**config.mk**
```make
export PLATFORM = sky130hd
export DESIGN_NAME = frame_acq_seq
export DESIGN_NICKNAME = d
export VERILOG_FILES = /design/src/frame_acq_pkg.sv /design/src/frame_acq_seq.sv /design/src/sync2.sv /design/src/tick_timer.sv
export VERILOG_INCLUDE_DIRS = /design/src
export SDC_FILE = /design/constraint.sdc
export NUM_CORES = 1
export LEC_CHECK = 0
export ABC_AREA = 1
export BUFFER_PORTS_ARGS = -buffer_cell sky130_fd_sc_hd__clkbuf_2
export CORE_UTILIZATION = 30
export DETAILED_ROUTE_END_ITERATION = 8
export SYNTH_ARGS = -nofsm -noshare
export SYNTH_HDL_FRONTEND = slang
export SYNTH_SLANG_ARGS = --single-unit
export TNS_END_PERCENT = 1
```
**constraint.sdc**
```tcl
create_clock -name clk_sys -period 6 [get_ports clk_sys]
set_clock_uncertainty 0.1 [all_clocks]
set_input_delay 1.2 -clock clk_sys [delete_from_list [all_inputs] [get_ports clk_sys]]
set_output_delay 1.2 -clock clk_sys [all_outputs]
set_load 0.03 [all_outputs]
```
**src/frame_acq_regs.svh**
```systemverilog
// Register offsets, field positions, reset values and timing figures of the acquisition sequencer.
// Assumes byte addressing on an 8-bit register address.
`ifndef FRAME_ACQ_REGS_SVH
`define FRAME_ACQ_REGS_SVH

`define REG_CTRL        8'h00
`define REG_EXPOSURE    8'h04
`define REG_SERIES_LEN  8'h08
`define REG_FRAME_PER   8'h0c
`define REG_BINNING     8'h10
`define REG_STATUS      8'h14
`define REG_BIN_INFO    8'h18

`define CTRL_START      0
`define CTRL_ABORT      1
`define CTRL_HOST_TRIG  2
`define CTRL_MODE_LO    4
`define CTRL_MODE_HI    5
`define CTRL_INT_SRC    6
`define CTRL_LIVE       7

`define EXP_RST         16'h000a
`define LEN_RST         16'h0001
`define PER_RST         16'h0000
`define BIN_RST         2'h0

`define CLK_PERIOD_NS   25
`define NS_PER_MS       1000000
`define EXP_MAX_S       30
`define EXP_MAX_MS      (`EXP_MAX_S * 1000)

`endif

```
**src/frame_acq_pkg.sv**
```systemverilog
// Types shared by the acquisition sequencer and its helpers.
// Assumes frame_acq_regs.svh supplies the numeric constants.
package frame_acq_pkg;

    typedef enum logic [2:0] {ST_IDLE, ST_READY, ST_EXPOSE, ST_REF, ST_IMG, ST_SEND} acq_state_t;

    typedef enum logic [1:0] {MODE_SINGLE, MODE_SERIES, MODE_ACCUM, MODE_RUN} acq_mode_t;

    typedef struct packed {
        logic        wr;
        logic        rd;
        logic [7:0]  addr;
        logic [31:0] wdata;
    } reg_req_t;

    typedef struct packed {
        logic        valid;
        logic [15:0] index;
        logic [15:0] exp_ms;
    } user_frame_t;

    typedef struct packed {
        logic        busy;
        logic        done;
        logic [15:0] ms_left;
        logic [31:0] pre;
    } timer_t;

endpackage

```
**src/frame_acq_seq.sv**
```systemverilog
// Acquisition sequencer: turns valid triggers into reference/image user frames per acquisition mode.
// Assumes a same-clock register master and a link transmitter that pulses tx_done per sent frame.
// Function
// Exposure setting is clamped to at most thirty seconds.
// Only triggers arriving while ready start a frame; others are dropped. An internal trigger is held in pace_ok until ready.
// Each user frame is a reference then image pair, sent as one unit.
// Single mode emits exactly one frame, from the first valid trigger.
// Single mode ignores all later triggers until the acquisition ends.
// Host programs series length first; one frame per valid trigger.
// Series mode counts triggers and ignores any beyond the programmed count.
// Accumulate mode sends individual frames; summing happens off the device.
// Run mode emits frames without count limit until aborted.
// Run mode sends frames back to back with no added gap.
// Live variant delivers the latest sensor frame with minimal buffering.
// Live host sends next trigger only after previous frame is sent.
// Live variant holds at most one user frame in memory.
// New exposure applies from next frame, never the one exposing.
// Exposure may be updated any number of times during acquisition.
// Internal source with no rate set triggers at fastest rate.
// A programmed lower rate spaces internal triggers accordingly.
// Host sets frame rate before start; running changes may be ignored.
// Square binning merges each pixel group into one super-pixel.
// Abort stops triggers, discards frame in progress, returns to idle.
`timescale 1ns/1ps
`include "frame_acq_regs.svh"
module frame_acq_seq
    import frame_acq_pkg::*;
#(
    parameter int CYC_PER_MS = `NS_PER_MS / `CLK_PERIOD_NS
) (
    input  wire logic                      clk_sys,
    input  wire logic                      rst_n,
    input  wire frame_acq_pkg::reg_req_t   reg_req,
    output logic [31:0]                    reg_rdata,
    input  wire logic                      ext_trig_pin,
    input  wire logic                      tx_done,
    output logic                           trig_ready,
    output logic                           sensor_expose,
    output frame_acq_pkg::user_frame_t     user_frame,
    output logic [3:0]                     bin_factor
);
    import frame_acq_pkg::*;

    typedef struct packed {
        acq_state_t  st;
        acq_mode_t   mode;
        logic        int_src;
        logic        live;
        logic [15:0] exp_pend;
        logic [15:0] exp_cur;
        logic [15:0] len;
        logic [15:0] per_set;
        logic [15:0] per_run;
        logic [1:0]  bin;
        logic [15:0] count;
        logic        pending;
        logic        pace_ok;
        logic        pace_load;
        logic        exp_load;
        logic        ext_prev;
        logic        ready;
        logic        expose;
        logic [3:0]  bin_f;
        user_frame_t frame;
        logic [31:0] rdata;
    } seq_t;

    seq_t s_q, s_d;
    logic rst_q;
    logic ext_s;
    logic exp_done;
    logic pace_done;
    logic ctrl_wr;
    logic trig;
    logic last_frame;

    // Release the async reset cleanly into the clock domain
    sync2 #(.W(1)) u_rst_sync (
        .clk   (clk_sys),
        .rst_n (rst_n),
        .d     (1'b1),
        .q     (rst_q)
    );

    sync2 #(.W(1)) u_trig_sync (
        .clk   (clk_sys),
        .rst_n (rst_q),
        .d     (ext_trig_pin),
        .q     (ext_s)
    );

    tick_timer #(.CYC_PER_MS(CYC_PER_MS)) u_exp_timer (
        .clk   (clk_sys),
        .rst_n (rst_q),
        .load  (s_q.exp_load),
        .ms    (s_q.exp_cur),
        .done  (exp_done)
    );

    tick_timer #(.CYC_PER_MS(CYC_PER_MS)) u_pace_timer (
        .clk   (clk_sys),
        .rst_n (rst_q),
        .load  (s_q.pace_load),
        .ms    (s_q.per_run),
        .done  (pace_done)
    );

    assign ctrl_wr = reg_req.wr && (reg_req.addr == `REG_CTRL);

    always_comb
    begin
        s_d           = s_q;
        s_d.frame     = '0;
        s_d.rdata     = '0;
        s_d.exp_load  = 1'b0;
        s_d.pace_load = 1'b0;
        s_d.ext_prev  = ext_s;
        trig          = 1'b0;
        last_frame    = 1'b0;

        if (reg_req.wr)
        begin
            case (reg_req.addr)
                `REG_EXPOSURE:
                begin
                    // Accepted at any time; only the next frame picks it up
                    if (reg_req.wdata > 32'(`EXP_MAX_MS))
                        s_d.exp_pend = 16'(`EXP_MAX_MS);
                    else
                        s_d.exp_pend = reg_req.wdata[15:0];
                end
                `REG_SERIES_LEN: s_d.len = reg_req.wdata[15:0];
                `REG_FRAME_PER:  s_d.per_set = reg_req.wdata[15:0];
                `REG_BINNING:    s_d.bin = reg_req.wdata[1:0];
                default: ;
            endcase
        end

        if (reg_req.rd)
        begin
            case (reg_req.addr)
                `REG_CTRL:       s_d.rdata = {24'h000000, s_q.live, s_q.int_src, s_q.mode, 4'h0};
                `REG_EXPOSURE:   s_d.rdata = {16'h0000, s_q.exp_pend};
                `REG_SERIES_LEN: s_d.rdata = {16'h0000, s_q.len};
                `REG_FRAME_PER:  s_d.rdata = {16'h0000, s_q.per_set};
                `REG_BINNING:    s_d.rdata = {30'h00000000, s_q.bin};
                `REG_STATUS:     s_d.rdata = {s_q.count, 11'h000, s_q.pending, s_q.ready, s_q.st};
                // Widened first: an 8x8 super-pixel does not fit in four bits
                `REG_BIN_INFO:   s_d.rdata = {24'h000000, 8'(s_q.bin_f) * 8'(s_q.bin_f)};
                default:         s_d.rdata = '0;
            endcase
        end

        // Super-pixel side is 1, 2, 4 or 8 sensor pixels
        s_d.bin_f = 4'h1 << s_q.bin;

        if (s_q.int_src)
        begin
            if (s_q.pace_load)
                s_d.pace_ok = 1'b0;
            else if (pace_done)
                s_d.pace_ok = 1'b1;
            trig = s_q.pace_ok && !s_q.pace_load;
        end
        // Live relies on host pacing, so only the host trigger counts
        else if (s_q.live)
            trig = ctrl_wr && reg_req.wdata[`CTRL_HOST_TRIG];
        else
            trig = (ext_s && !s_q.ext_prev) || (ctrl_wr && reg_req.wdata[`CTRL_HOST_TRIG]);

        case (s_q.mode)
            MODE_SINGLE: last_frame = 1'b1;
            MODE_SERIES,
            MODE_ACCUM:  last_frame = (s_q.count >= s_q.len);
            default:     last_frame = 1'b0;
        endcase

        case (s_q.st)
            ST_IDLE:
            begin
                if (ctrl_wr)
                begin
                    s_d.mode    = acq_mode_t'(reg_req.wdata[`CTRL_MODE_HI:`CTRL_MODE_LO]);
                    s_d.int_src = reg_req.wdata[`CTRL_INT_SRC] && !reg_req.wdata[`CTRL_LIVE];
                    s_d.live    = reg_req.wdata[`CTRL_LIVE];
                    if (reg_req.wdata[`CTRL_START] && !reg_req.wdata[`CTRL_ABORT])
                    begin
                        s_d.st      = ST_READY;
                        s_d.count   = '0;
                        s_d.per_run = s_q.per_set;
                        s_d.pace_ok = 1'b1;
                        if (reg_req.wdata[`CTRL_LIVE])
                            s_d.mode = MODE_RUN;
                    end
                end
            end
            ST_READY:
            begin
                // External and host triggers in any other state fall through unseen; pace_ok holds an internal one
                if (trig)
                begin
                    s_d.st        = ST_EXPOSE;
                    s_d.exp_cur   = s_q.exp_pend;
                    s_d.exp_load  = 1'b1;
                    s_d.pace_load = s_q.int_src;
                    s_d.count     = s_q.count + 16'h0001;
                end
            end
            ST_EXPOSE:
                if (exp_done)
                    s_d.st = ST_REF;
            ST_REF:
                s_d.st = ST_IMG;
            ST_IMG:
            begin
                s_d.st           = ST_SEND;
                s_d.pending      = 1'b1;
                s_d.frame.valid  = 1'b1;
                s_d.frame.index  = s_q.count;
                s_d.frame.exp_ms = s_q.exp_cur;
            end
            ST_SEND:
            begin
                if (tx_done)
                begin
                    s_d.pending = 1'b0;
                    // Straight back to ready: no deliberate gap between frames
                    s_d.st = last_frame ? ST_IDLE : ST_READY;
                end
            end
            default: s_d.st = ST_IDLE;
        endcase

        // Abort beats everything, frame in flight is dropped
        if (ctrl_wr && reg_req.wdata[`CTRL_ABORT])
        begin
            s_d.st       = ST_IDLE;
            s_d.pending  = 1'b0;
            s_d.frame    = '0;
            s_d.exp_load = 1'b0;
            // A trigger landing with the abort must not start a frame
            s_d.exp_cur   = s_q.exp_cur;
            s_d.pace_load = 1'b0;
        end

        s_d.ready  = (s_d.st == ST_READY);
        s_d.expose = (s_d.st == ST_EXPOSE);
    end

    always_ff @(posedge clk_sys or negedge rst_q)
    begin
        if (!rst_q)
        begin
            s_q          <= '0;
            s_q.exp_pend <= `EXP_RST;
            s_q.len      <= `LEN_RST;
            s_q.per_set  <= `PER_RST;
            s_q.bin      <= `BIN_RST;
            s_q.bin_f    <= 4'h1;
        end
        else
            s_q <= s_d;
    end

    assign reg_rdata     = s_q.rdata;
    assign trig_ready    = s_q.ready;
    assign sensor_expose = s_q.expose;
    assign user_frame    = s_q.frame;
    assign bin_factor    = s_q.bin_f;
endmodule // frame_acq_seq

```
**src/sync2.sv**
```systemverilog
// Two-flop synchroniser for levels entering the clk_sys domain.
// Assumes the input is a level held far longer than one clock period.
`timescale 1ns/1ps
module sync2 #(
    parameter int W = 1
) (
    input  wire logic         clk,
    input  wire logic         rst_n,
    input  wire logic [W-1:0] d,
    output logic      [W-1:0] q
);
    logic [1:0][W-1:0] s_q;

    always_ff @(posedge clk or negedge rst_n)
    begin
        if (!rst_n)
            s_q <= '0;
        else
            s_q <= {s_q[0], d};
    end

    assign q = s_q[1];
endmodule // sync2

```
**src/tick_timer.sv**
```systemverilog
// Millisecond down-timer; done pulses once when a loaded interval has run out.
// Assumes a synchronous reset already released through the reset synchroniser.
`timescale 1ns/1ps
`include "frame_acq_regs.svh"
module tick_timer
    import frame_acq_pkg::*;
#(
    parameter int CYC_PER_MS = `NS_PER_MS / `CLK_PERIOD_NS
) (
    input  wire logic        clk,
    input  wire logic        rst_n,
    input  wire logic        load,
    input  wire logic [15:0] ms,
    output logic             done
);
    timer_t s_q, s_d;

    always_comb
    begin
        s_d      = s_q;
        s_d.done = 1'b0;
        if (load)
        begin
            s_d.busy    = 1'b1;
            s_d.ms_left = ms;
            s_d.pre     = '0;
        end
        else if (s_q.busy)
        begin
            if (s_q.ms_left == 16'h0000)
            begin
                s_d.busy = 1'b0;
                s_d.done = 1'b1;
            end
            else if (s_q.pre == 32'(CYC_PER_MS - 1))
            begin
                s_d.pre     = '0;
                s_d.ms_left = s_q.ms_left - 16'h0001;
            end
            else
                s_d.pre = s_q.pre + 32'h0000_0001;
        end
    end

    always_ff @(posedge clk)
    begin
        if (!rst_n)
            s_q <= '0;
        else
            s_q <= s_d;
    end

    assign done = s_q.done;
endmodule // tick_timer
```
# == After elaboration in Yosys (flattened, before gate mapping) ==
# Index checks and enable logic that the tools add are counted.
# W data, S select, Z words.
# word_totals
ff_bits,285
ram_bits,0
latchBits,0
input_bits,46
wordCells,161
mem_count,0
out_inout_bits,71
mem_bits_ro,0
# op_classes
magnitude_cmp,2
multipliers,1
n_eq_ne,23
bitwise,6
mux,47
div,0
reduce_logical,41
n_addsub,5
shift,1
# ops
op,n
$pmux W32 S7,1
$mux W48,4
$mux W50,2
$mux W16,6
$mux W32,3
$mux W33,2
$add A32 B1 Y32 const B,2
$eq A32 B16 Y1 const B,2
$gt A32 B15 Y1 const B,1
$logic_not A16 Y1,2
$pmux W16 S2,1
$sub A16 B1 Y16 const B,2
$eq A8 B5 Y1 const B,3
$pmux W3 S6,1
$add A16 B1 Y16 const B,1
$eq A8 B4 Y1 const B,2
$ge A16 B16 Y1,1
$reduce_and A2 Y1,8
$mux W1,13
$mux W2,6
$mux W3,4
$reduce_and A3 Y1,4
$ne A2 B2 Y1 const B,5
$reduce_bool A2 Y1,5
23 further kinds,45

# == Longest topological paths before layout ==
# Gate-level depths: netlist (run 1).
# logic_depth
ltp_word,10
depth_mapped,18
ltp_nobuf,18

# == Modules after synthesis ==
# From an unflattened synthesis (run 1), not the netlist that was laid out.
# unflattened
hier_cells,2144
hier_area_um2,15605.0
# by_module_without_submodules
module,instances,cells_each,seq_area_each_um2,area_per_inst_um2
frame_acq_seq,1,996,4534.3,8660.8
tick_timer,2,572,1001.0,3422.0
sync2,2,2,50.0,50.0

# == Worst setup path after synthesis (run 1) ==
# Ideal clock, no wire load.
# synth_timing
path_kind,reg2reg
start,register u_rst_sync.s_q (netlist bit u_rst_sync.q)
end,register u_pace_timer.s_q[0] in the netlist's numbering
arrival_ns,6.495
path_slack_ns,-0.665
path_buffers,0
period_less_slack_ns,6.665
setup_time_ns,0.070
path_stages_with_launch,5
required_time_ns,5.830
path_cell_list,dfrtp_1 > clkinv_1 > nor2_4 > inv_1 > a21oi_1
# synth_via
elab_chain_len,2
# synth_rtl
element,line,source
start: declaration,sync2.sv:12,logic [1:0][W-1:0] s_q;
start signal: assignment,sync2.sv:19,"s_q <= {s_q[0], d};"
$not A1 Y1 (no line),-,
$reduce_or A2 Y1 (no line),-,
end signal: assignment,tick_timer.sv:48,s_q <= '0;
end signal: assignment,tick_timer.sv:50,s_q <= s_d;
end: declaration,tick_timer.sv:16,"timer_t s_q, s_d;"
# Every way passes these cells.
# A chain may end at the register's enable or synchronous reset.

# == Worst setup path in the final report (run 1) ==
# layout_timing
start,input reg_req[32] in the netlist's numbering
end,register s_q[157] in the netlist's numbering
# layout_via
elab_chain_len,7
word_cells_on_any_way,9
cone_classes,mux: 2; bitwise: 1; reduce/logical: 6
# layout_rtl
element,line,source
start: declaration,frame_acq_seq.sv:33,"input wire frame_acq_pkg::reg_req_t reg_req,"
$logic_not A8 Y1 (*),-,
$logic_and A1 B1 Y1 (*),frame_acq_seq.sv:108,assign ctrl_wr = reg_req.wr && (reg_req.addr == `REG_CTRL);
$logic_and A1 B1 Y1,"frame_acq_seq.sv:167, frame_acq_seq.sv:169",
$logic_or A1 B1 Y1,frame_acq_seq.sv:169,trig = (ext_s && !s_q.ext_prev) || (ctrl_wr && reg_req.wdata[`CTRL_HOST_TRIG]);
$mux W1,frame_acq_seq.sv:166,else if (s_q.live)
$mux W1,frame_acq_seq.sv:157,if (s_q.int_src)
$reduce_and A3 Y1 (no line) (*),-,
end: declaration,frame_acq_seq.sv:68,"seq_t s_q, s_d;"
# Mark *: on every way between the ends. The rest lies on a longest branch, timed or not.

==> results.md, run 1 <==
- Status: finished clean
- Sequential power share: 44.5%
- H-tree Lvls: 2
- # clock sinks: 285
- Setup TNS: 0 ns
- RSZ-0062 raised after global routing: no
- Grt total ovfl: 0
- Hold WS: 0.1484 ns
- Yosys top cell area share: 30.27%
- Via Count: 12820
- Core area: 0.04905 mm2
- # setup viols final: 0
- Area of the mapped netlist: 0.01496 mm2
- Tot GR Track Use: 16.13%
- Worst min path class: reg2async
- Combinational fraction of design power: 10.8%
- Net count after synthesis: 2045
- CTS clock-pin slew for the worst setup and hold paths: 0.06 ns
- Die Y-Extent: 225.3 um
- Top Ports: 117
- Dominant cell by count in the synthesized netlist: nand2_1
- Via-per-instance ratio: 4.754
- Max-slew violations: 0
- Initial drt markers: 793
- EDFF count, synth: 0
- Yosys top cell by area: dfrtp_1
- Clock root buffer: clkbuf_16
- Number of setup buffers added after CTS: 0
- Initial antenna violation count: 1
- P_int: 3400 uW
- Nets: 2081
- Placed Instances: 2634
- #FFs+latches synth: 285
- Worst-Skew Late Latency: 0.57 ns
- Layout Cells excl Fill: 2697
- CTS tree: done
- Die footprint: 0.05077 mm2
- Max-slew headroom: 19.72%
- Reg area: 0.006640 mm2
- Clk buf depth: 3
- Final worst path period need: 3.259 ns
- Post-CTS resize count: 0
- TritonCTS buffer count: 34
- Highest clock rate: 306.9 MHz
- Max-cap violations: 0
- Fillers: 5207
- Post-route DRC: 0
- Final wirelength: 40240 um
- Cts hold-fix bufs: 0
- Remaining antenna violation count after routing: 0
- Area grow syn2layout: 12.34%
- Largest net degree at the start of global routing: 58
- Mapped Cells: 1970
- Number of global-route vias before repair: 12370
- GP Congestion: 0.9163
- Most frequent cells after synthesis: nand2_1, inv_1, nor2_1
- Maximum vdd drop: 0.1924 mV
- Pleak: 0.007636 uW
- Critical Path AT: 3.59 ns
- Mapped Avg Cell Area: 7.595 um2
- DP HPWL: 29860 um
- Clk network pwr share: 44.7%
- Power Density: 282.1 mW/mm2
- Die width: 225.3 um
- Ranking of synthesized cells by area: dfrtp_1, dfxtp_1, nand2_1
- Primary FF master, synth: dfrtp_1
- Critical path fanouts, max: 20
- First-pass GRT wire length: 65480 um
- Finished Core Util: 34.27%
- Sw Ratio: 28.28%
- DRT Pass-1 Iters: 5
- Tcrit/Tclk final: 54.31%
- Crit path kind: in2reg
- Row cnt: 81
- Multi-input logic area: 0.006716 mm2
- Count of cell types in the netlist: 55
- Port Buffers: 116
- Post-synth ARST share: 64.91%
- Post-DR wirelength/cell: 14.92 um
- P_sw: 1341 uW
- Worst Path Required: 6.33 ns
- Yosys warns: 0
- Crit end category: flip-flop
- Initial core utilization: 30.50%
- Fraction of layout instances using a drive strength above 1: 12.16%
- Worst Setup Start Kind: input port
- Slew @ Worst Pin: 1.204 ns
- Pwr Total: 4741 uW
- Sequential element share of the synthesized area: 44.36%
- Final-report hold violation count: 0
## layout by cell type (no fill, tap or decap), types with 4 or more instances in the layout
master,Yosys,final
a21oi_1,103,103
a21oi_2,10,10
a221oi_1,4,4
a31oi_1,11,11
buf_4,71,6
clkbuf_1,29,6
clkbuf_16,0,34
clkbuf_2,0,116
clkbuf_8,0,9
clkinv_1,2,4
clkinv_2,0,5
dfrtp_1,181,180
dfstp_2,4,4
dfxtp_1,100,100
ha_1,28,28
inv_1,212,212
inv_2,7,7
mux2_2,7,7
nand2_1,511,511
nand2_2,6,6
nand3_1,90,90
nand3b_1,14,14
nand4_1,29,29
nor2_1,195,195
nor2_2,5,5
nor3_1,60,60
nor3b_1,5,5
nor4_1,19,19
o211ai_1,4,4
o21ai_0,124,124
o221ai_1,5,5
o31ai_1,11,11
or2_2,15,15
xnor2_1,16,16
xor2_1,40,40
## registers in the layout, summed over array words and instances (netlist names)
| register | flops |
|---|---|
| bin_factor | 4 |
| u_pace_timer.s_q | 49 |
| u_trig_sync.q | 1 |
| u_exp_timer.s_q | 49 |
| user_frame | 33 |
| u_pace_timer.done | 1 |
| trig_ready | 1 |
| u_rst_sync.q | 1 |
| s_q | 110 |
| u_exp_timer.done | 1 |
| u_trig_sync.s_q | 1 |
| sensor_expose | 1 |
| u_rst_sync.s_q | 1 |
| reg_rdata | 32 |
## critical path, stage by stage
cell	delay (ns)
clkbuf_2	0.08
inv_1	0.04
nand2_1	0.15
nor3_2	0.18
nand2_1	0.12
inv_2	0.12
nand3_1	0.07
nand2_1	0.09
nand3_2	0.29
nor2_1	0.96
nand2_1	0.12
o21a_1	0.15
## cell families after synthesis
kind of cell | after synthesis | share of synthesized area, %
and+or+nand+nor | 963 | 27.96
adders and majority gates | 29 | 2.475
AOI/OAI and AO/OA | 285 | 10.63
muxes | 7 | 0.5269
DFF | 285 | 44.36
xor gates and xnor gates | 56 | 3.278
other | 1 | 0.02506
buffers and inverters | 344 | 10.75
## per-stage QoR
step	instance area, um2	setup slack, ns
3_3_place_gp	15650	2.308
6_report	16810	2.741
3_5_place_dp	15650	2.213
4_1_cts	16810	2.781
5_1_grt	16810	2.433
2_1_floorplan	14960	1.834
## worst paths after layout
| check | startpoint | end | slack (ns) | cells after the start |
|---|---|---|---|---|
| worst max-delay path | reg_req[32] | s_q[157]$_DFFE_PN0P_ | 2.74 | 12 |
| worst min-delay path | u_rst_sync.q$_DFF_PN0_ | s_q[112]$_DFFE_PN0P_ | 0.15 | 0 |
| worst max register to register | s_q[73]$_DFF_PN0_ | s_q[157]$_DFFE_PN0P_ | 3.00 | 5 |
| worst min register to register | u_rst_sync.q$_DFF_PN0_ | s_q[112]$_DFFE_PN0P_ | 0.15 | 0 |
| max in group asynchronous | u_rst_sync.q$_DFF_PN0_ | s_q[134]$_DFFE_PN0P_ | 4.00 | 2 |
| min in group clk_sys | u_trig_sync.s_q[0]$_DFF_PN0_ | u_trig_sync.q$_DFF_PN0_ | 0.25 | 0 |
## power groups by stage
stage               clock, uW  combinational (uW)  sequential [uW]
finish                   2120                 513             2110
global route             2250                 580             2120
CTS                      2170                 519             2110
detailed placement          0                 517             2140
global placement            0                 504             2150
floorplan                   0                 372             2110
## layout make-up
cell class                 count  area share (%)
sequential                   285           39.50
multi-input combinational   1341           39.96
clock inverter                13          0.9528
tap                          664           4.943
timing repair buffer         122           3.722
inverter                     222           4.972
clock buffer                  49           5.933
antenna                        1         0.01489
## per-layer routing
metal	up-vias	wire [um]	GRT usage (%)
met2	334	18670	26.38
met1	6043	18530	21.44
met3	70	2005	2.516
met5	-	0	0
met4	0	1033	5.903
li1	6375	-	-
(Power assumes the default switching activity.)
==> run 2, diff against run 1 <==
==> constraint.sdc (replaced) <==
create_clock -name clk_sys -period 3.3 [get_ports clk_sys]
set_clock_uncertainty 0.1 [all_clocks]
set_input_delay 0.66 -clock clk_sys [delete_from_list [all_inputs] [get_ports clk_sys]]
set_output_delay 0.66 -clock clk_sys [all_outputs]
set_load 0.03 [all_outputs]
==> results.md, run 2 (synthesized netlist as in run 1, its figures left out) <==
- First-pass GRT wire length: 67390 um
- Crit end category: flip-flop
- Final setup margin: 0.9324 ns
- Commonest non-fill, non-tap cell in the layout: nand2_1
- TritonCTS buffer count: 34
- Setup TNS: 0 ns
- Antenna cell count: 0
- Tcrit/Tclk final: 71.75%
- CTS tree: done
- Crit path kind: reg2reg
- Post-Place Worst Slack: 0.6855 ns
- R2R Path Start: u_pace_timer.s_q[0]$_SDFFE_PP0P_
- Final wirelength: 41260 um
- Grt total ovfl: 0
- Worst Path Required: 3.62 ns
- Fraction of layout instances using a drive strength above 1: 12.72%
- Combinational fraction of design power: 11.2%
- Core area: 0.04905 mm2
- Highest clock rate: 422.4 MHz
- RSZ-0062 raised after global routing: no
- Initial drt markers: 821
- Post-route DRC: 0
- Worst min path class: in2reg
- Largest net degree at the start of global routing: 105
- Number of setup buffers added after CTS: 0
- Port Buffers: 116
- Die footprint: 0.05077 mm2
- Pleak: 0.007712 uW
- Tot GR Track Use: 16.60%
- Number of flip-flops in the largest register: 110
- Clk buf depth: 3
- Final worst path period need: 2.368 ns
- H-tree Lvls: 2
- Most frequent cells in the layout: nand2_1, inv_1, nor2_1
- Post-DR wirelength/cell: 15.24 um
- Final-report hold violation count: 0
- Max-slew headroom: 42.27%
- Sequential power share: 43.5%
- # clock sinks: 285
- Area grow syn2layout: 13.23%
- Sw Ratio: 28.13%
- CTS clock-pin slew for the worst setup and hold paths: 0.06 ns
- Slew @ Worst Pin: 0.8639 ns
- P_sw: 2477 uW
- Die width: 225.3 um
- Remaining antenna violation count after routing: 0
- Critical path launch point: u_pace_timer.s_q[0]$_SDFFE_PP0P_
- HP Start: ext_trig_pin
- Number of global-route vias before repair: 12650
- Max-cap violations: 0
- Initial antenna violation count: 0
- DP HPWL: 30560 um
- Worst Setup Start Kind: flip-flop
- Post-CTS resize count: 0
- Via-per-instance ratio: 4.768
- Nets: 2093
- Reg with most FFs: s_q
- Power Density: 519.7 mW/mm2
- Critical Path AT: 2.68 ns
- # setup viols final: 0
- P_int: 6327 uW
- Regs by FF count: s_q: 110 flops, u_exp_timer.s_q: 49 flops, u_pace_timer.s_q: 49 flops
- DRT Pass-1 Iters: 7
- Die Y-Extent: 225.3 um
- Maximum vdd drop: 0.3591 mV
- Worst-Skew Late Latency: 0.55 ns
- Via Count: 12910
- Clk network pwr share: 45.4%
- Initial core utilization: 30.50%
- Top Ports: 117
- Max-slew violations: 0
- GP Congestion: 0.9092
- Row cnt: 81
- Critical path fanouts, max: 18
- Status: finished clean
- Clock root buffer: clkbuf_16
==> run 2: through the flow <==
| stage | cell area [um2] | power, uW | utilization (%) | std cells | hold slack (ns) |
|---|---|---|---|---|---|
| 3_3_place_gp | 15740 | 4857 | 32.10 | 2645 | 0.1547 |
| 6_report | 16940 | 8804 | 34.54 | 2708 | 0.1100 |
| 5_1_grt | 16940 | 9209 | 34.54 | 2708 | 0.09401 |
| 4_1_cts | 16940 | 8929 | 34.54 | 2708 | 0.08410 |
| 2_1_floorplan | 14970 | 4521 | - | 1970 | 0.2312 |
| 3_5_place_dp | 15740 | 4881 | 32.10 | 2645 | 0.1621 |
==> run 2: power by group through the flow <==
| stage | sequential, uW | clock [uW] | combinational, uW |
|---|---|---|---|
| floorplan | 3850 | 0 | 676 |
| global placement | 3890 | 0 | 965 |
| detailed placement | 3890 | 0 | 988 |
| global route | 3850 | 4250 | 1110 |
| CTS | 3830 | 4110 | 994 |
| finish | 3830 | 3990 | 982 |
==> run 2: metal layers <==
layer	wire [um]	GRT usage (%)
met4	1225	6.057
met3	2198	3.168
met1	18770	21.60
met5	0	0
met2	19060	27.27
==> run 2: timing repair <==
| item | in CTS | in global routing |
|---|---|---|
| hold buffers | 1 | 0 |
| endpoints found under the hold margin | 2 | 0 |
| setup endpoints to repair | 0 | 0 |
==> run 2: final timing paths <==
| kind | endpoint | slack [ns] | cells past startpoint |
|---|---|---|---|
| worst max register to register | u_pace_timer.s_q[45]$_SDFFE_PN0P_ | 0.93 | 10 |
| worst min-delay path | u_trig_sync.s_q[0]$_DFF_PN0_ | 0.11 | 1 |
| max in group asynchronous | s_q[91]$_DFFE_PN0P_ | 1.78 | 1 |
| worst min register to register | reg_rdata[2]$_DFF_PN0_ | 0.17 | 0 |
| min in group asynchronous | reg_rdata[2]$_DFF_PN0_ | 0.17 | 0 |
| worst max-delay path | u_pace_timer.s_q[45]$_SDFFE_PN0P_ | 0.93 | 10 |
==> run 2: final cells by class <==
type | count | area [um2]
Multi-Input combinational cell | 1341 | 6716
Fill cell | 5211 | 32110
Timing Repair Buffer | 134 | 730.7
Clock buffer | 44 | 928.4
Clock inverter | 18 | 259.0
Inverter | 222 | 835.8
Tap cell | 664 | 830.8
Sequential cell | 285 | 6640
==> run 2: worst max-delay path, cell delays in order (launching register included) <==
cell     delay, ns
dfxtp_1       0.37
ha_1          0.18
inv_1         0.10
nor2_2        0.15
inv_2         0.09
nor4_4        0.16
nand3_2       0.16
o21ai_4       0.55
inv_4         0.20
nand2_1       0.13
a21oi_2       0.05
